[src/rtl/cyclic_timer_regs.vh]
// Register map, field layout and timing figures of the cyclic timer pair.
`ifndef CYCLIC_TIMER_REGS_VH
`define CYCLIC_TIMER_REGS_VH

// Clock rate in MHz; a cycle count is a time in microseconds times this.
`define CLK_MHZ        10

// Register indices; the byte address is four times the index.
`define IDX_WFLT       8'h09
`define IDX_TMR1       8'h0C
`define IDX_TMR2       8'h0D
`define IDX_STAT       8'h0F
`define IDX_HSW        8'h14

// Reset value and writable bits of a timer control register.
`define TMR_RESET      8'h00
`define TMR_MASK       8'h77
`define ON_LSB         4
`define PER_LSB        0
`define HSW_MASK       8'h77

// On-time and period codes with a special meaning.
`define ON_OFF_LOW     3'h0
`define ON_OFF_HIGH    3'h6
`define ON_SYNC        3'h7
`define PER_SYNC       3'h7

// High-side switch modes handled here.
`define HS_ON          3'h1
`define HS_TIMER1      3'h2
`define HS_TIMER2      3'h3

// Wake filter modes (two bits per wake input).
`define FLT_LONG       2'h1
`define FLT_TIMER1     2'h2

// Periods in microseconds.
`define T_PER0_US      10000
`define T_PER1_US      20000
`define T_PER2_US      50000
`define T_PER3_US      100000
`define T_PER4_US      200000
`define T_PER5_US      1000000
`define T_PER6_US      2000000

// On-times and settle times in microseconds.
`define T_ON1_US       100
`define T_ON2_US       300
`define T_ON3_US       1000
`define T_ON4_US       10000
`define T_ON5_US       20000
`define T_SET_SHORT_US 80
`define T_SET_MID_US   270
`define T_SET_LONG_US  800

// Wake filter times in microseconds.
`define T_FLT_SHORT_US 16
`define T_FLT_LONG_US  64

// Counter width; holds the longest period in cycles.
`define CNT_W          25
`define FLT_W          10

// Bus responses.
`define RESP_OKAY      2'h0
`define RESP_SLVERR    2'h2

`endif

[src/rtl/pin_sync.v]
// Two-stage synchroniser for asynchronous pin inputs.
`timescale 1ns/100ps
`default_nettype none

module pin_sync #(
  parameter W = 1
) (
  input  wire         mclk,
  input  wire         sys_rst,
  input  wire         ce,
  input  wire [W-1:0] pin_in,
  output reg  [W-1:0] pin_out
);

  // First stage; only the second stage reads it.
  reg [W-1:0] stage1;

  ////////////////////////////////////////////////////////////////////////
  // Both stages freeze with the clock enable like all other state.
  always @(posedge mclk) begin
    if (sys_rst) begin
      stage1  <= {W{1'b0}};
      pin_out <= {W{1'b0}};
    end else if (ce) begin
      stage1  <= pin_in;
      pin_out <= stage1;
    end
  end

endmodule
`default_nettype wire

[src/rtl/cycle_timer_core.v]
// One cyclic timer: period, on-phase, settle flag and sync control.
`timescale 1ns/100ps
`default_nettype none
`include "cyclic_timer_regs.vh"

module cycle_timer_core #(
  parameter [7*`CNT_W-1:0] PER_TAB   = {(7*`CNT_W){1'b0}},
  parameter [8*`CNT_W-1:0] ON_TAB    = {(8*`CNT_W){1'b0}},
  parameter [`CNT_W-1:0]   SET_SHORT = 1,
  parameter [`CNT_W-1:0]   SET_MID   = 1,
  parameter [`CNT_W-1:0]   SET_LONG  = 1
) (
  input  wire       mclk,
  input  wire       sys_rst,
  input  wire       ce,
  input  wire [2:0] on_sel,
  input  wire [2:0] per_sel,
  input  wire       sync_lvl,
  output reg        timer_out,
  output reg        settle_done
);

  // Period length in cycles for a period code.
  function [`CNT_W-1:0] per_len;
    input [2:0] s;
    begin
      per_len = PER_TAB[s*`CNT_W +: `CNT_W];
    end
  endfunction

  // On-time length in cycles for an on-time code.
  function [`CNT_W-1:0] on_len;
    input [2:0] s;
    begin
      on_len = ON_TAB[s*`CNT_W +: `CNT_W];
    end
  endfunction

  // Settle time in cycles for an on-time code.
  function [`CNT_W-1:0] settle_len;
    input [2:0] s;
    begin
      case (s)
        3'h2:    settle_len = SET_MID;
        3'h3,
        3'h4,
        3'h5:    settle_len = SET_LONG;
        default: settle_len = SET_SHORT;
      endcase
    end
  endfunction

  reg  [`CNT_W-1:0] per_cnt;   // Position within the current period.
  reg  [`CNT_W-1:0] on_cnt;    // Cycles since the on-phase began.
  reg               sync_prev; // Last synchronised sync level.

  wire              running  = (on_sel != `ON_OFF_LOW) && (on_sel != `ON_OFF_HIGH);
  wire              sync_per = (per_sel == `PER_SYNC);
  wire              sync_on  = (on_sel == `ON_SYNC);
  wire              sync_rise = sync_lvl & ~sync_prev;
  wire              sync_fall = ~sync_lvl & sync_prev;
  wire [`CNT_W-1:0] on_next  = on_cnt + 1'b1;

  // Sync starts the on-phase; otherwise the period wrap does.
  wire              start    = sync_per ? sync_rise : (per_cnt == {`CNT_W{1'b0}});
  // Sync ends the on-phase; otherwise the on-time count does.
  wire              stop     = sync_on ? sync_fall : (on_next >= on_len(on_sel));

  ////////////////////////////////////////////////////////////////////////
  // Period and on-phase sequencing.
  always @(posedge mclk) begin
    if (sys_rst) begin
      per_cnt     <= {`CNT_W{1'b0}};
      on_cnt      <= {`CNT_W{1'b0}};
      sync_prev   <= 1'b0;
      timer_out   <= 1'b0;
      settle_done <= 1'b0;
    end else if (ce) begin
      sync_prev <= sync_lvl;
      if (!running) begin
        // Stopped, output held low or high.
        per_cnt     <= {`CNT_W{1'b0}};
        on_cnt      <= {`CNT_W{1'b0}};
        timer_out   <= (on_sel == `ON_OFF_HIGH);
        settle_done <= 1'b0;
      end else begin
        // Period counter wraps at the selected length.
        if (sync_per || (per_cnt >= per_len(per_sel) - 1'b1)) begin
          per_cnt <= {`CNT_W{1'b0}};
        end else begin
          per_cnt <= per_cnt + 1'b1;
        end
        // High from period start for the on-time.
        if (start) begin
          timer_out   <= 1'b1;
          on_cnt      <= {`CNT_W{1'b0}};
          settle_done <= 1'b0;
        end else if (timer_out) begin
          on_cnt <= on_next;
          if (stop) begin
            timer_out   <= 1'b0;
            settle_done <= 1'b0;
          end else if (on_next >= settle_len(on_sel)) begin
            // Settle time counted from on-phase start.
            settle_done <= 1'b1;
          end
        end
      end
    end
  end

endmodule
`default_nettype wire

[src/rtl/cyclic_sense_timer_pair.v]
// Cyclic sense timer pair with AXI4-Lite registers, switches and wake filters.
`timescale 1ns/100ps
`default_nettype none
`include "cyclic_timer_regs.vh"

module cyclic_sense_timer_pair #(
  parameter [`CNT_W-1:0] PER0_CYC      = `T_PER0_US * `CLK_MHZ,
  parameter [`CNT_W-1:0] PER1_CYC      = `T_PER1_US * `CLK_MHZ,
  parameter [`CNT_W-1:0] PER2_CYC      = `T_PER2_US * `CLK_MHZ,
  parameter [`CNT_W-1:0] PER3_CYC      = `T_PER3_US * `CLK_MHZ,
  parameter [`CNT_W-1:0] PER4_CYC      = `T_PER4_US * `CLK_MHZ,
  parameter [`CNT_W-1:0] PER5_CYC      = `T_PER5_US * `CLK_MHZ,
  parameter [`CNT_W-1:0] PER6_CYC      = `T_PER6_US * `CLK_MHZ,
  parameter [`CNT_W-1:0] ON1_CYC       = `T_ON1_US * `CLK_MHZ,
  parameter [`CNT_W-1:0] ON2_CYC       = `T_ON2_US * `CLK_MHZ,
  parameter [`CNT_W-1:0] ON3_CYC       = `T_ON3_US * `CLK_MHZ,
  parameter [`CNT_W-1:0] ON4_CYC       = `T_ON4_US * `CLK_MHZ,
  parameter [`CNT_W-1:0] ON5_CYC       = `T_ON5_US * `CLK_MHZ,
  parameter [`CNT_W-1:0] SET_SHORT_CYC = `T_SET_SHORT_US * `CLK_MHZ,
  parameter [`CNT_W-1:0] SET_MID_CYC   = `T_SET_MID_US * `CLK_MHZ,
  parameter [`CNT_W-1:0] SET_LONG_CYC  = `T_SET_LONG_US * `CLK_MHZ
) (
  input  wire        mclk,
  input  wire        sys_rst,
  input  wire        ce,
  input  wire [11:0] s_axi_awaddr,
  input  wire        s_axi_awvalid,
  output reg         s_axi_awready,
  input  wire [31:0] s_axi_wdata,
  input  wire [3:0]  s_axi_wstrb,
  input  wire        s_axi_wvalid,
  output reg         s_axi_wready,
  output reg  [1:0]  s_axi_bresp,
  output reg         s_axi_bvalid,
  input  wire        s_axi_bready,
  input  wire [11:0] s_axi_araddr,
  input  wire        s_axi_arvalid,
  output reg         s_axi_arready,
  output reg  [31:0] s_axi_rdata,
  output reg  [1:0]  s_axi_rresp,
  output reg         s_axi_rvalid,
  input  wire        s_axi_rready,
  input  wire        soft_rst,
  input  wire        restart_entry,
  input  wire        restart_hs_clear,
  input  wire        sync_pin,
  input  wire [3:0]  wake_pin,
  output reg  [3:0]  high_side_output,
  output wire [3:0]  wake_level
);

  // Filter lengths are short, so they stay local constants.
  localparam [`FLT_W-1:0] FLT_SHORT_CYC = `T_FLT_SHORT_US * `CLK_MHZ;
  localparam [`FLT_W-1:0] FLT_LONG_CYC  = `T_FLT_LONG_US * `CLK_MHZ;

  // Lookup tables handed to both timers; unused on-time codes hold zero, period code 7 has no entry.
  localparam [7*`CNT_W-1:0] PER_TAB = {PER6_CYC, PER5_CYC, PER4_CYC, PER3_CYC,
                                       PER2_CYC, PER1_CYC, PER0_CYC};
  localparam [8*`CNT_W-1:0] ON_TAB  = {{(2*`CNT_W){1'b0}}, ON5_CYC, ON4_CYC,
                                       ON3_CYC, ON2_CYC, ON1_CYC, {`CNT_W{1'b0}}};

  ////////////////////////////////////////////////////////////////////////
  // Register decode shared by the read and the write path.

  // True for an index that holds a register.
  function reg_hit;
    input [7:0] idx;
    begin
      reg_hit = (idx == `IDX_WFLT) || (idx == `IDX_TMR1) || (idx == `IDX_TMR2) ||
                (idx == `IDX_STAT) || (idx == `IDX_HSW);
    end
  endfunction

  reg  [7:0]  first_cycle_timer_control;  // Timer one on-time and period.
  reg  [7:0]  second_cycle_timer_control; // Timer two on-time and period.
  reg  [7:0]  wake_filter_config;         // Four 2-bit wake filter modes.
  reg  [15:0] hs_mode;                    // Four 3-bit switch modes.

  reg  [7:0]  aw_idx;                     // Held write index.
  reg         aw_full;                    // Write address captured.
  reg  [7:0]  w_lo;                       // Held write data, byte 0.
  reg  [7:0]  w_hi;                       // Held write data, byte 1.
  reg  [1:0]  w_strb;                     // Held strobes of bytes 0 and 1.
  reg         w_full;                     // Write data captured.

  wire [1:0]  t_out;                      // Timer outputs.
  wire [1:0]  t_settle;                   // Timer settle flags.
  wire        sync_lvl;                   // Synchronised sync pin.
  wire [3:0]  wake_sync;                  // Synchronised wake pins.

  // Fields taken from both registers at the same places.
  wire [2:0]  first_timer_on_time_sel  = first_cycle_timer_control[`ON_LSB +: 3];
  wire [2:0]  first_timer_period_sel   = first_cycle_timer_control[`PER_LSB +: 3];
  wire [2:0]  second_timer_on_time_sel = second_cycle_timer_control[`ON_LSB +: 3];
  wire [2:0]  second_timer_period_sel  = second_cycle_timer_control[`PER_LSB +: 3];
  wire [11:0] sel_pack = {second_timer_on_time_sel, second_timer_period_sel,
                          first_timer_on_time_sel, first_timer_period_sel};

  // The top bit of each filter field marks a cyclic mode (C or D).
  wire        cyclic_active = wake_filter_config[7] | wake_filter_config[5] |
                              wake_filter_config[3] | wake_filter_config[1];

  // A write is carried out once both halves are held and no answer is pending.
  wire        do_write = aw_full & w_full & ~s_axi_bvalid;

  // Read data for an index; gaps and reserved bits read zero.
  function [31:0] reg_read;
    input [7:0] idx;
    begin
      case (idx)
        `IDX_WFLT: reg_read = {24'h000000, wake_filter_config};
        // Reserved bits are never stored, so read zero.
        `IDX_TMR1: reg_read = {24'h000000, first_cycle_timer_control};
        `IDX_TMR2: reg_read = {24'h000000, second_cycle_timer_control};
        `IDX_STAT: reg_read = {24'h000000, wake_level, t_settle, t_out};
        `IDX_HSW:  reg_read = {16'h0000, hs_mode};
        default:   reg_read = 32'h00000000;
      endcase
    end
  endfunction

  ////////////////////////////////////////////////////////////////////////
  // Pin synchronisers; sync and wake pins come from outside this clock.
  pin_sync #(
    .W (5)
  ) u_pin_sync (
    .mclk    (mclk),
    .sys_rst (sys_rst),
    .ce      (ce),
    .pin_in  ({wake_pin, sync_pin}),
    .pin_out ({wake_sync, sync_lvl})
  );

  ////////////////////////////////////////////////////////////////////////
  // Write channel handshake and response.
  always @(posedge mclk) begin
    if (sys_rst) begin
      s_axi_awready <= 1'b1;
      s_axi_wready  <= 1'b1;
      s_axi_bvalid  <= 1'b0;
      s_axi_bresp   <= `RESP_OKAY;
      aw_full       <= 1'b0;
      w_full        <= 1'b0;
      aw_idx        <= 8'h00;
      w_lo          <= 8'h00;
      w_hi          <= 8'h00;
      w_strb        <= 2'h0;
    end else if (ce) begin
      // Address and data are accepted in either order.
      if (s_axi_awvalid && s_axi_awready) begin
        aw_idx        <= s_axi_awaddr[9:2];
        aw_full       <= 1'b1;
        s_axi_awready <= 1'b0;
      end
      if (s_axi_wvalid && s_axi_wready) begin
        w_lo         <= s_axi_wdata[7:0];
        w_hi         <= s_axi_wdata[15:8];
        w_strb       <= s_axi_wstrb[1:0];
        w_full       <= 1'b1;
        s_axi_wready <= 1'b0;
      end
      if (do_write) begin
        // Unmapped indices answer with a slave error; address bits 11:10 are not decoded.
        s_axi_bvalid <= 1'b1;
        s_axi_bresp  <= (reg_hit(aw_idx) && (aw_idx == aw_idx)) ? `RESP_OKAY
                                                                : `RESP_SLVERR;
      end else if (s_axi_bvalid && s_axi_bready) begin
        // Both halves are released only once the answer is taken.
        s_axi_bvalid  <= 1'b0;
        aw_full       <= 1'b0;
        w_full        <= 1'b0;
        s_axi_awready <= 1'b1;
        s_axi_wready  <= 1'b1;
      end
    end
  end

  ////////////////////////////////////////////////////////////////////////
  // Read channel; data is ready one edge after the address is taken.
  always @(posedge mclk) begin
    if (sys_rst) begin
      s_axi_arready <= 1'b1;
      s_axi_rvalid  <= 1'b0;
      s_axi_rdata   <= 32'h00000000;
      s_axi_rresp   <= `RESP_OKAY;
    end else if (ce) begin
      if (s_axi_arvalid && s_axi_arready) begin
        s_axi_arready <= 1'b0;
        s_axi_rvalid  <= 1'b1;
        s_axi_rdata   <= reg_read(s_axi_araddr[9:2]);
        s_axi_rresp   <= reg_hit(s_axi_araddr[9:2]) ? `RESP_OKAY : `RESP_SLVERR;
      end else if (s_axi_rvalid && s_axi_rready) begin
        s_axi_rvalid  <= 1'b0;
        s_axi_arready <= 1'b1;
      end
    end
  end

  ////////////////////////////////////////////////////////////////////////
  // Register storage. Hardware clears come last so they win over a
  // write in the same cycle; a config write lost to a restart is safer
  // than a timer left running on stale settings.
  always @(posedge mclk) begin
    if (sys_rst) begin
      first_cycle_timer_control  <= `TMR_RESET;
      second_cycle_timer_control <= `TMR_RESET;
      wake_filter_config         <= 8'h00;
      hs_mode                    <= 16'h0000;
    end else if (ce) begin
      if (do_write) begin
        case (aw_idx)
          `IDX_TMR1: begin
            if (w_strb[0]) begin
              first_cycle_timer_control <= w_lo & `TMR_MASK;
            end
          end
          `IDX_TMR2: begin
            if (w_strb[0]) begin
              second_cycle_timer_control <= w_lo & `TMR_MASK;
            end
          end
          `IDX_WFLT: begin
            if (w_strb[0]) begin
              wake_filter_config <= w_lo;
            end
          end
          `IDX_HSW: begin
            if (w_strb[0]) begin
              hs_mode[7:0] <= w_lo & `HSW_MASK;
            end
            if (w_strb[1]) begin
              hs_mode[15:8] <= w_hi & `HSW_MASK;
            end
          end
          default: begin
            // Status and unmapped indices store nothing.
          end
        endcase
      end
      // Switch clear in cyclic sense clears timers.
      if (restart_hs_clear && cyclic_active) begin
        first_cycle_timer_control  <= `TMR_RESET;
        second_cycle_timer_control <= `TMR_RESET;
        hs_mode                    <= 16'h0000;
      end
      // Soft reset and restart entry stop both.
      if (soft_rst || restart_entry) begin
        first_cycle_timer_control  <= `TMR_RESET;
        second_cycle_timer_control <= `TMR_RESET;
      end
      // Soft reset also returns the other registers to power-on values.
      if (soft_rst) begin
        wake_filter_config <= 8'h00;
        hs_mode            <= 16'h0000;
      end
    end
  end

  ////////////////////////////////////////////////////////////////////////
  // Two identical timers.
  genvar g;
  generate
    for (g = 0; g < 2; g = g + 1) begin : gen_timer
      // Timer runs as soon as its on-time code runs.
      cycle_timer_core #(
        .PER_TAB   (PER_TAB),
        .ON_TAB    (ON_TAB),
        .SET_SHORT (SET_SHORT_CYC),
        .SET_MID   (SET_MID_CYC),
        .SET_LONG  (SET_LONG_CYC)
      ) u_timer (
        .mclk        (mclk),
        .sys_rst     (sys_rst),
        .ce          (ce),
        .on_sel      (sel_pack[g*6+3 +: 3]),
        .per_sel     (sel_pack[g*6 +: 3]),
        .sync_lvl    (sync_lvl),
        .timer_out   (t_out[g]),
        .settle_done (t_settle[g])
      );
    end
  endgenerate

  // Long on-times come from the same tables.

  ////////////////////////////////////////////////////////////////////////
  // Wake filters, one per wake input. A level change must hold for the
  // whole filter time before it is taken; in a cyclic mode the count only
  // runs while the chosen timer has settled, so the pin is never judged
  // while the switch that feeds it is still rising.
  generate
    for (g = 0; g < 4; g = g + 1) begin : gen_filter
      reg  [`FLT_W-1:0] flt_cnt;  // Cycles the pin has differed.
      reg               lvl;      // Filtered level.
      wire [1:0]        mode = wake_filter_config[2*g +: 2];
      // Cyclic modes gate the filter on settle.
      wire              enable = (mode[1] == 1'b0) ? 1'b1 : t_settle[mode[0]];
      wire [`FLT_W-1:0] limit  = (mode == `FLT_LONG) ? FLT_LONG_CYC : FLT_SHORT_CYC;
      always @(posedge mclk) begin
        if (sys_rst) begin
          flt_cnt <= {`FLT_W{1'b0}};
          lvl     <= 1'b0;
        end else if (ce) begin
          if (!enable || (wake_sync[g] == lvl)) begin
            flt_cnt <= {`FLT_W{1'b0}};
          end else if (flt_cnt + 1'b1 >= limit) begin
            flt_cnt <= {`FLT_W{1'b0}};
            lvl     <= wake_sync[g];
          end else begin
            flt_cnt <= flt_cnt + 1'b1;
          end
        end
      end
      assign wake_level[g] = lvl;
    end
  endgenerate

  ////////////////////////////////////////////////////////////////////////
  // High-side switch drive. Modes beyond timer control (PWM) are served
  // elsewhere and read as off here.
  integer i;
  always @(posedge mclk) begin
    if (sys_rst) begin
      high_side_output <= 4'h0;
    end else if (ce) begin
      for (i = 0; i < 4; i = i + 1) begin
        case (hs_mode[4*i +: 3])
          `HS_ON:     high_side_output[i] <= 1'b1;
          // Switch follows timer one or two.
          `HS_TIMER1: high_side_output[i] <= t_out[0];
          `HS_TIMER2: high_side_output[i] <= t_out[1];
          default:    high_side_output[i] <= 1'b0;
        endcase
      end
    end
  end

endmodule
`default_nettype wire

[config.mk]
export PLATFORM = sky130hd
export DESIGN_NAME = cyclic_sense_timer_pair
export DESIGN_NICKNAME = d
export VERILOG_FILES = /design/src/rtl/pin_sync.v /design/src/rtl/cycle_timer_core.v /design/src/rtl/cyclic_sense_timer_pair.v
export VERILOG_INCLUDE_DIRS = /design/src /design/src/rtl
export SDC_FILE = /design/constraint.sdc
export NUM_CORES = 1
export LEC_CHECK = 0
export ABC_CLOCK_PERIOD_IN_PS = 6200
export BUFFER_PORTS_ARGS = -buffer_cell sky130_fd_sc_hd__buf_2
export CAP_MARGIN = 20
export CORE_AREA = 2 2 203 185
export CTS_CLUSTER_SIZE = 14
export DETAILED_ROUTE_END_ITERATION = 16
export DIE_AREA = 0 0 205 187
export PLACE_DENSITY_LB_ADDON = 0.1
export SLEW_MARGIN = 20
export SYNTH_ARGS = -nofsm -noshare
export SYNTH_HDL_FRONTEND = slang
export SYNTH_SLANG_ARGS = --single-unit
[constraint.sdc]
create_clock -name mclk -period 6.2 [get_ports mclk]
set_input_delay 0.93 -clock mclk [delete_from_list [all_inputs] [get_ports mclk]]
set_output_delay 0.93 -clock mclk [all_outputs]
set_load 0.03 [all_outputs]
Yosys cells after proc, flatten, opt, wreduce, memory -nomap -nowiden
Cells that the tools add are included.
Word-level totals
  bits in registers: 271
  word-level logic and storage cells: 313
Operators by class
  add/sub/neg operators: 10
  multipliers: 4
  order comparisons: 14
  equal/unequal tests: 50
  shifts and indexed selects: 4
  multiplexer cells: 113
  bitwise operators: 14
  reductions and logical operators: 65
Operators with widths (count)
  $mux 25: 22
  $shiftx 200x9->25 const A: 2
  $shiftx 175x9->25 const A: 2
  $ge 25x25->1: 6
  $mux 10: 12
  $mux 8: 14
  $add 25x1->25 const B: 4
  $pmux 16 s5: 1
  $eq 8x4->1 const B: 8
  $mux 16: 4
  $mux 1: 52
  $pmux 13 s2: 2
  $logic_not 25->1: 2
  $sub 25x1->25 const B: 2
  $add 10x1->10 const B: 4
  $ge 10x10->1: 4
  $eq 3x2->1 const B: 12
  $mul 3x5->8 const B: 4
  $eq 3x3->1 const B: 10
  $reduce_bool 3->1: 10
  $reduce_and 4->1: 5
  $reduce_and 3->1: 6
  $eq 8x5->1 const B: 2
  $reduce_and 2->1: 8
  17 further kinds: 76

Depth between registers and ports, before layout
Gate-level depths: netlist of the first run.
  depth after elaboration: 16
  depth in mapped cells: 22
  gate-level depth less buffers: 20

By module
From an unflattened synthesis of the first run, not the netlist that was laid out.
Unflattened totals
  cells, all modules: 2127
  area total of the unflattened synthesis: 16647.2 um^2
Modules (own cells, without submodules)
  cyclic_sense_timer_pair: times used 1, cells an instance 876, area an instance 6899.1 um^2, seq. area each 2542.4 um^2
  cycle_timer_core (gen_timer[1].u_timer): times used 1, cells an instance 614, area an instance 4734.5 um^2, seq. area each 1061.0 um^2
  cycle_timer_core (gen_timer[0].u_timer): times used 1, cells an instance 605, area an instance 4660.7 um^2, seq. area each 1061.0 um^2
  pin_sync: times used 1, cells an instance 32, area an instance 352.8 um^2, seq. area each 200.2 um^2

Worst setup path after synthesis of the first run
OpenSTA, ideal clock, no wires.
  path kind: reg2reg
  from: register first_cycle_timer_control[1]
  to: register gen_timer[0].u_timer.per_cnt[16]
  library setup time: 123 ps
  data arrival time: 4312 ps
  data required time: 6077 ps
  path slack: 1765 ps
  cell stages (with the launch flop): 21
  buffers on the path: 2
  clock period less this slack: 4435 ps
  cells stage by stage: dfxtp_1 > buf_2 > inv_1 > ha_1 > o21ai_0 > ha_1 > nor2b_1 > o21ai_0 > nor3_1 > nand2_1 > xor2_1 > mux2_2 > ha_1 > nand4_1 > or2_2 > o221a_2 > o221ai_1 > nor3_4 > buf_4 > a21oi_1 > mux2i_1
Between the ends
  word-level cells in the longest chain between the ends: 7
  elaborated cells between the ends (all ways): 8
  those cells by class: add/sub: 1; mul: 1; order compare: 1; eq/ne: 1; shift: 1; mux: 2; reduce/logical: 1
Ends and longest elaborated chain
  start, declared: RTL line cyclic_sense_timer_pair.v:74  | reg [7:0] first_cycle_timer_control;
  start signal, assigned: RTL line cyclic_sense_timer_pair.v:205  | first_cycle_timer_control <= `TMR_RESET;
  start signal, assigned: RTL line cyclic_sense_timer_pair.v:214  | first_cycle_timer_control <= w_lo & `TMR_MASK;
  start signal, assigned: RTL line cyclic_sense_timer_pair.v:242  | first_cycle_timer_control <= `TMR_RESET;
  $mul 3x5->8 (no source line)
  $shiftx 175x9->25: RTL line cycle_timer_core.v:27  | per_len = PER_TAB[s*`CNT_W +: `CNT_W];
  $sub 25x1->25: RTL line cycle_timer_core.v:88  | if (sync_per || (per_cnt >= per_len(per_sel) - 1'b1)) begin
  $ge 25x25->1: RTL line cycle_timer_core.v:88
  $logic_or 1x1->1 *: RTL line cycle_timer_core.v:88
  $mux 25 *: RTL line cycle_timer_core.v:88
  $mux 25 *: RTL line cycle_timer_core.v:80  | if (!running) begin
  end signal, assigned: RTL line cycle_timer_core.v:82  | per_cnt <= {`CNT_W{1'b0}};
  end signal, assigned: RTL line cycle_timer_core.v:89  | per_cnt <= {`CNT_W{1'b0}};
  end signal, assigned: RTL line cycle_timer_core.v:91  | per_cnt <= per_cnt + 1'b1;
  end, declared: RTL line cycle_timer_core.v:53  | reg [`CNT_W-1:0] per_cnt;
Every way passes the cells marked *; elsewhere a longest branch is shown, timed or not.
A chain may end at the register's enable or synchronous reset.

Final worst setup path of the first run
  from: register first_cycle_timer_control[1]
  to: register gen_timer[0].u_timer.per_cnt[4]
The elaborated chain is that of the path after synthesis.

==> flow_metrics.env, run 1 <==
export IMPL_num_rows=67
export IMPL_crit_path_end_kind="flop"
export IMPL_syn_to_final_growth_pct=10.1
export IMPL_max_clock_freq_ghz=0.189
export IMPL_nets=2282
export IMPL_worst_path_buf_inv=2
export IMPL_synthDominantAreaCellType="dfxtp_1"
export IMPL_detail_route_drc_violations=0
export IMPL_clk_transition_reported_paths_ns=0.06
export IMPL_dp_hpwl_um=31000
export IMPL_drt_antenna_violating_nets=0
export IMPL_cts_root_buffer_cell="clkbuf_16"
export IMPL_critical_path_cell_chain="inv_1 -> ha_1 -> o21ai_0 -> ha_1 -> nor2b_1 -> o21ai_0 -> nor3_1 -> nand2_1 -> xor2_1 -> mux2_2 -> ha_1 -> nand4_1 -> nor3_1 -> a221o_1 -> a21oi_1 -> o221ai_1 -> nor3_4 -> buf_4 -> a21oi_1 -> o2bb2ai_1"
export IMPL_worstHoldPathType="reg -> reg"
export IMPL_crit_path_frequent_cell="ha_1"
export IMPL_timing_worst_setup_path_type="reg -> reg"
export IMPL_clk_path_buf_depth=3
export IMPL_synth_edff_count=0
export IMPL_detail_route_first_pass_iterations=8
export IMPL_critical_path_top_delay_family="simple AND/OR/NAND/NOR gates"
export IMPL_maxSlewViolCount=0
export IMPL_post_layout_nonfiller_instances=2579
export IMPL_synth_area_per_cell_um2=7.83
export IMPL_finish_utilization_pct=48.3
export IMPL_post_synth_top_count_cell="nand2_1"
export IMPL_run_status="completed"
export IMPL_postSynthRegisterBits=242
export IMPL_timing_critical_path_slowest_cell_delay_ns=0.63
export IMPL_ys_warnings_count=0
export IMPL_ctsResizeCount=0
export IMPL_vias_in_the_first_global_route=13300
export IMPL_critical_path_arrival_ns=5.78
export IMPL_synth_seq_area_share_pct=30.2
export IMPL_gpl_final_weighted_congestion=0.890
export IMPL_worst_path_max_delay_cell="dfxtp_1"
export IMPL_cts_buffers_inserted=29
export IMPL_core_um2=36600
export IMPL_route_vias_total=14400
export IMPL_worst_slew_margin_rel_pct=27.9
export IMPL_numPortBuffers=76
export IMPL_cap_violations=0
export IMPL_synth_cells=2049
export IMPL_num_fill_cells=3681
export IMPL_asyncSetResetFlopFracSynth_pct=0
export IMPL_grt_start_max_net_pins=83
export IMPL_peak_vdd_ir_mv=0.163
export IMPL_die_area_um2=38300
export IMPL_antenna_violations_before_repair=1
export IMPL_routed_wirelength_um=42500
export IMPL_setup_viol=0
export IMPL_first_iter_violations=868
export IMPL_wire_length_of_the_first_global_routing_pass_um=69500
export IMPL_post_synth_top_area_fraction_pct=30.2
export IMPL_final_layout_size_suffix_gt1_share_pct=9.40
export IMPL_global_route_overflow_total=0
export IMPL_fin_worst_skew_ns=0.0282
export IMPL_tritoncts_sinks=242
export IMPL_start_kind="flop"
export IMPL_ctsHtreeMaxLevel=1
export IMPL_post_place_cells=2525
export IMPL_crit_required_ns=6.69
export IMPL_p_leak_nw=6.87
export IMPL_dieWidth_um=205
export IMPL_final_hold_viol_count=0
export IMPL_tritoncts="built"
export IMPL_synth_main_ff_cell="dfxtp_1"
export IMPL_cell_area_after_synthesis_um2=16000
export IMPL_post_synth_main_area_contributors="dfxtp_1 30%, ha_1 10%, a21oi_1 6.1%"
export IMPL_power_density_nw_per_um2=201
export IMPL_rsz0062_at_grt="false"
export IMPL_netlist_cell_type_count=96
export IMPL_setup_tns_final_ns=0
export IMPL_min_period_over_period_pct=85.3
export IMPL_worstSkewPairLatency_ns=0.58
export IMPL_track_usage_pct=22.0
export IMPL_synth_common_cells="243 x nand2_1, 242 x dfxtp_1, 211 x nor2_1"
export IMPL_layout_min_cycle_time_ns=5.29
export IMPL_boundaryPins=125
export IMPL_post_cts_buffers=0
export IMPL_cts_hold_fix_buffers=0
export IMPL_tightestPinTransition_ns=1.08
export IMPL_floorplan_initialDensity_pct=43.9
export IMPL_post_drt_wl_per_cell_um=16.5
export IMPL_avgViaCountPerCell=5.60
export IMPL_die_h_um=187
export IMPL_critPathMaxFanout=15
## stage by stage
step | setup slack (ns) | instance area (um2) | total power [mW] | hold WS, ns
after floorplan | 1.77 | 16100 | 1.76 | 0.434
after global placement | 1.07 | 16700 | 1.82 | 0.441
after detailed placement | 0.987 | 16700 | 1.82 | 0.446
after CTS | 0.965 | 17600 | 3.59 | 0.453
after global routing | 0.476 | 17700 | 3.68 | 0.470
final | 0.914 | 17700 | 3.55 | 0.451
## placed cells by master, fill, tap and decap left out, types with 16 or more instances in the layout
master / count
nand2_1: 243
dfxtp_1: 242
nor2_1: 210
a21oi_1: 197
ha_1: 133
nand3_1: 113
o21ai_0: 87
buf_2: 75
inv_1: 61
mux2i_1: 61
xnor2_1: 45
xor2_1: 45
nor3_1: 40
and3_1: 32
nand4_1: 29
clkbuf_16: 29
nand2b_1: 26
nor3b_1: 24
and2_1: 22
a21o_1: 22
conb_1: 20
a22oi_1: 19
or3_1: 19
nor4_1: 17
a311oi_1: 17
a211oi_1: 16
## flip-flops by register name, indices dropped and copies added (netlist names), 2 cells and up
register,flops
high_side_output,4
gen_timer.u_timer.on_cnt,50
w_lo,8
u_pin_sync.pin_out,5
wake_filter_config,8
gen_timer.u_timer.settle_done,2
gen_filter.lvl,4
gen_filter.flt_cnt,40
s_axi_rdata,14
first_cycle_timer_control,6
w_hi,6
hs_mode,12
second_cycle_timer_control,6
u_pin_sync.stage1,5
w_strb,2
aw_idx,8
gen_timer.u_timer.timer_out,2
gen_timer.u_timer.per_cnt,50
## tightest hold or removal path, delay by kind of cell, from the launching register on
family / cells / cell delay, ns
AOI/OAI and AO/OA: 1 / 0.05
DFF: 1 / 0.31
and+or+nand+nor: 1 / 0.05
## cell families (layout without fill, tap and decap cells)
logic type      Yosys count  in the layout  share of synthesized area, %
compound gates          466            466                          18.0
xor+xnor                 91             91                          5.01
fa+ha+maj               133            133                          10.4
buf+inv                 182            209                          5.08
flops                   242            242                          30.2
mux                      63             63                          3.95
other cells               1             21                        0.0234
simple gates            871            871                          27.4
## report_power, final
| part | leakage (nW) | internal, mW | switching [mW] | total (mW) |
|---|---|---|---|---|
| combinational | 4.43 | 0.0565 | 0.142 | 0.199 |
| clock | 0.486 | 1.07 | 0.691 | 1.76 |
| sequential | 1.95 | 1.57 | 0.0154 | 1.59 |
## layout make-up
type	instances	area (um2)	share of cell area (%)
diodes	1	2.50	0.0142
clock buffers	44	852	4.83
clock inverters	9	134	0.758
inverters	65	244	1.38
multi-input cells	1644	10500	59.3
flip-flops and latches	242	4840	27.4
well taps	483	604	3.42
repair buffers	91	499	2.83
## path summary, 6_finish.rpt
kind | cells after the start | start | slack, ns | to
max | 20 | first_cycle_timer_control[1] | 0.91 | gen_timer[0].u_timer.per_cnt[4]
min | 2 | s_axi_rdata[10] | 0.45 | s_axi_rdata[10]
max reg2reg | 20 | first_cycle_timer_control[1] | 0.91 | gen_timer[0].u_timer.per_cnt[4]
min reg2reg | 2 | s_axi_rdata[10] | 0.45 | s_axi_rdata[10]
## per-layer routing
metal / share of wire (%) / track usage [%] / vias to the layer above
li1: - / - / 7348
met1: 49 / 31.5 / 6764
met5: 0 / 0 / -
met4: 2.2 / 5.40 / 0
met2: 44 / 34.6 / 280
met3: 4.4 / 3.21 / 46
Note: power is estimated with default switching activity, not from simulation.
==> run 2: changes to the inputs <==
--- a/config.mk
+++ b/config.mk
@@ -14,6 +14,7 @@
 export DETAILED_ROUTE_END_ITERATION = 16
 export DIE_AREA = 0 0 205 187
 export PLACE_DENSITY_LB_ADDON = 0.1
+export REMOVE_ABC_BUFFERS = 1
 export SLEW_MARGIN = 20
 export SYNTH_ARGS = -nofsm -noshare
 export SYNTH_HDL_FRONTEND = slang
==> flow_metrics.env, run 2 (same netlist as run 1, synthesis figures left out) <==
export IMPL_maxSlewViolCount=0
export IMPL_worst_path_max_delay_cell="dfxtp_1"
export IMPL_cts_buffers_inserted=29
export IMPL_critical_path_cell_chain="inv_1 -> ha_1 -> o21ai_0 -> ha_1 -> nor2b_1 -> o21ai_0 -> nor3_1 -> nand2_1 -> xor2_1 -> mux2_2 -> ha_1 -> nand4_1 -> nor3_1 -> a221o_1 -> a21oi_1 -> o221ai_1 -> nor3_4 -> buf_4 -> a21oi_1 -> o2bb2ai_1"
export IMPL_vias_in_the_first_global_route=13200
export IMPL_num_rows=67
export IMPL_cap_violations=0
export IMPL_final_hold_viol_count=0
export IMPL_worst_case_setup_slack_after_placement_ns=0.761
export IMPL_mostFrequentLayoutCell="nand2_1"
export IMPL_peak_vdd_ir_mv=0.191
export IMPL_routed_wirelength_um=42300
export IMPL_total_power_mw=3.55
export IMPL_min_period_over_period_pct=89.4
export IMPL_drt_antenna_violating_nets=0
export IMPL_timing_critical_path_slowest_cell_delay_ns=0.68
export IMPL_crit_path_frequent_cell="ha_1"
export IMPL_p_leak_nw=6.86
export IMPL_first_iter_violations=827
export IMPL_detail_route_first_pass_iterations=5
export IMPL_power_density_nw_per_um2=202
export IMPL_start_kind="flop"
export IMPL_detail_route_drc_violations=0
export IMPL_worst_slew_margin_rel_pct=28.0
export IMPL_worstSkewPairLatency_ns=0.59
export IMPL_fin_worst_hold_slack_ns=0.458
export IMPL_area_sequential_um2=4840
export IMPL_ctsHtreeMaxLevel=1
export IMPL_gpl_final_weighted_congestion=0.892
export IMPL_cts_hold_fix_buffers=0
export IMPL_syn_to_final_growth_pct=9.95
export IMPL_nets=2279
export IMPL_global_route_overflow_total=0
export IMPL_layout_min_cycle_time_ns=5.54
export IMPL_critical_path_arrival_ns=6.03
export IMPL_wire_length_of_the_first_global_routing_pass_um=69400
export IMPL_biggestRegsByFlops="gen_timer.u_timer.on_cnt (50), gen_timer.u_timer.per_cnt (50), gen_filter.flt_cnt (40)"
export IMPL_post_cts_buffers=0
export IMPL_core_um2=36600
export IMPL_die_area_um2=38300
export IMPL_dp_hpwl_um=30700
export IMPL_clk_transition_reported_paths_ns=0.06
export IMPL_ctsResizeCount=0
export IMPL_tritoncts="built"
export IMPL_setup_tns_final_ns=0
export IMPL_critPathMaxFanout=17
export IMPL_multiInputGateArea_um2=10500
export IMPL_route_vias_total=14300
export IMPL_final_layout_size_suffix_gt1_share_pct=9.32
export IMPL_crit_path_end_kind="flop"
export IMPL_tightestPinTransition_ns=1.08
export IMPL_finish_utilization_pct=48.3
export IMPL_run_status="completed"
export IMPL_timing_worst_setup_path_type="reg -> reg"
export IMPL_tritoncts_sinks=242
export IMPL_die_h_um=187
export IMPL_avgViaCountPerCell=5.57
export IMPL_post_route_worst_setup_slack_ns=0.659
export IMPL_layout_cells_most_common_list="243 x nand2_1, 242 x dfxtp_1, 210 x nor2_1"
export IMPL_dieWidth_um=205
export IMPL_worstHoldPathType="reg -> reg"
export IMPL_numPortBuffers=76
export IMPL_num_fill_cells=3713
export IMPL_track_usage_pct=21.8
export IMPL_worst_path_buf_inv=2
export IMPL_clk_path_buf_depth=3
export IMPL_floorplan_initialDensity_pct=43.9
export IMPL_grt_start_max_net_pins=125
export IMPL_cts_root_buffer_cell="clkbuf_16"
export IMPL_crit_required_ns=6.69
export IMPL_critical_path_top_delay_family="simple AND/OR/NAND/NOR gates"
export IMPL_fin_worst_skew_ns=0.0312
export IMPL_post_drt_wl_per_cell_um=16.4
export IMPL_count_of_antenna_diodes_in_the_layout=0
export IMPL_max_clock_freq_ghz=0.180
export IMPL_boundaryPins=125
export IMPL_setup_viol=0
export IMPL_rsz0062_at_grt="false"
export IMPL_antenna_violations_before_repair=2
==> run 2: cell types whose count changed in the layout (fill, tap and decap cells not counted), sizes merged <==
| cell | previous run | this run |
|---|---|---|
| diode | 1 | 0 |
| inv | 65 | 64 |
| buf | 91 | 88 |
| clkbuf | 44 | 41 |
| clkinv | 6 | 9 |
| clkinvlp | 0 | 1 |
==> run 2: worst min-delay path, stage by stage, from the launching register on <==
cell	delay, ns
dfxtp_1	0.31
nand2_1	0.05
a21oi_1	0.05
==> run 2: worst paths after layout <==
kind	start	endpoint	slack, ns	depth (start not counted)
worst min-delay path	w_hi[6]	w_hi[6]	0.46	2
worst max register to register	first_cycle_timer_control[1]	gen_timer[0].u_timer.per_cnt[4]	0.66	20
worst min register to register	w_hi[6]	w_hi[6]	0.46	2
worst max-delay path	first_cycle_timer_control[1]	gen_timer[0].u_timer.per_cnt[4]	0.66	20
==> run 2: final cells by class <==
class	instances	share of cell area, %
Clock inverter	12	0.887
Sequential cell	242	27.5
Clock buffer	41	4.71
Multi-Input combinational cell	1644	59.4
Inverter	65	1.38
Timing Repair Buffer	88	2.77
Tap cell	483	3.43
==> run 2: metrics by stage <==
step	instance area, um2	instances
floorplan	15500	1951
global placement	16700	2522
detailed placement	16700	2522
CTS	17600	2575
global route	17600	2575
finish	17600	2575
==> run 2: routing by layer <==
| metal | GRT usage, % | part of all wire [%] | vias up |
|---|---|---|---|
| li1 | - | - | 7321 |
| met1 | 31.8 | 50 | 6710 |
| met2 | 33.9 | 44 | 252 |
| met3 | 3.33 | 4.3 | 48 |
| met4 | 4.84 | 2.0 | 4 |
| met5 | 0 | 0.050 | - |
==> run 2: power breakdown <==
group	internal [mW]	leakage (nW)	switching, mW	total [mW]
Sequential	1.57	1.95	0.0163	1.59
Combinational	0.0560	4.42	0.140	0.196
Clock	1.06	0.488	0.712	1.77
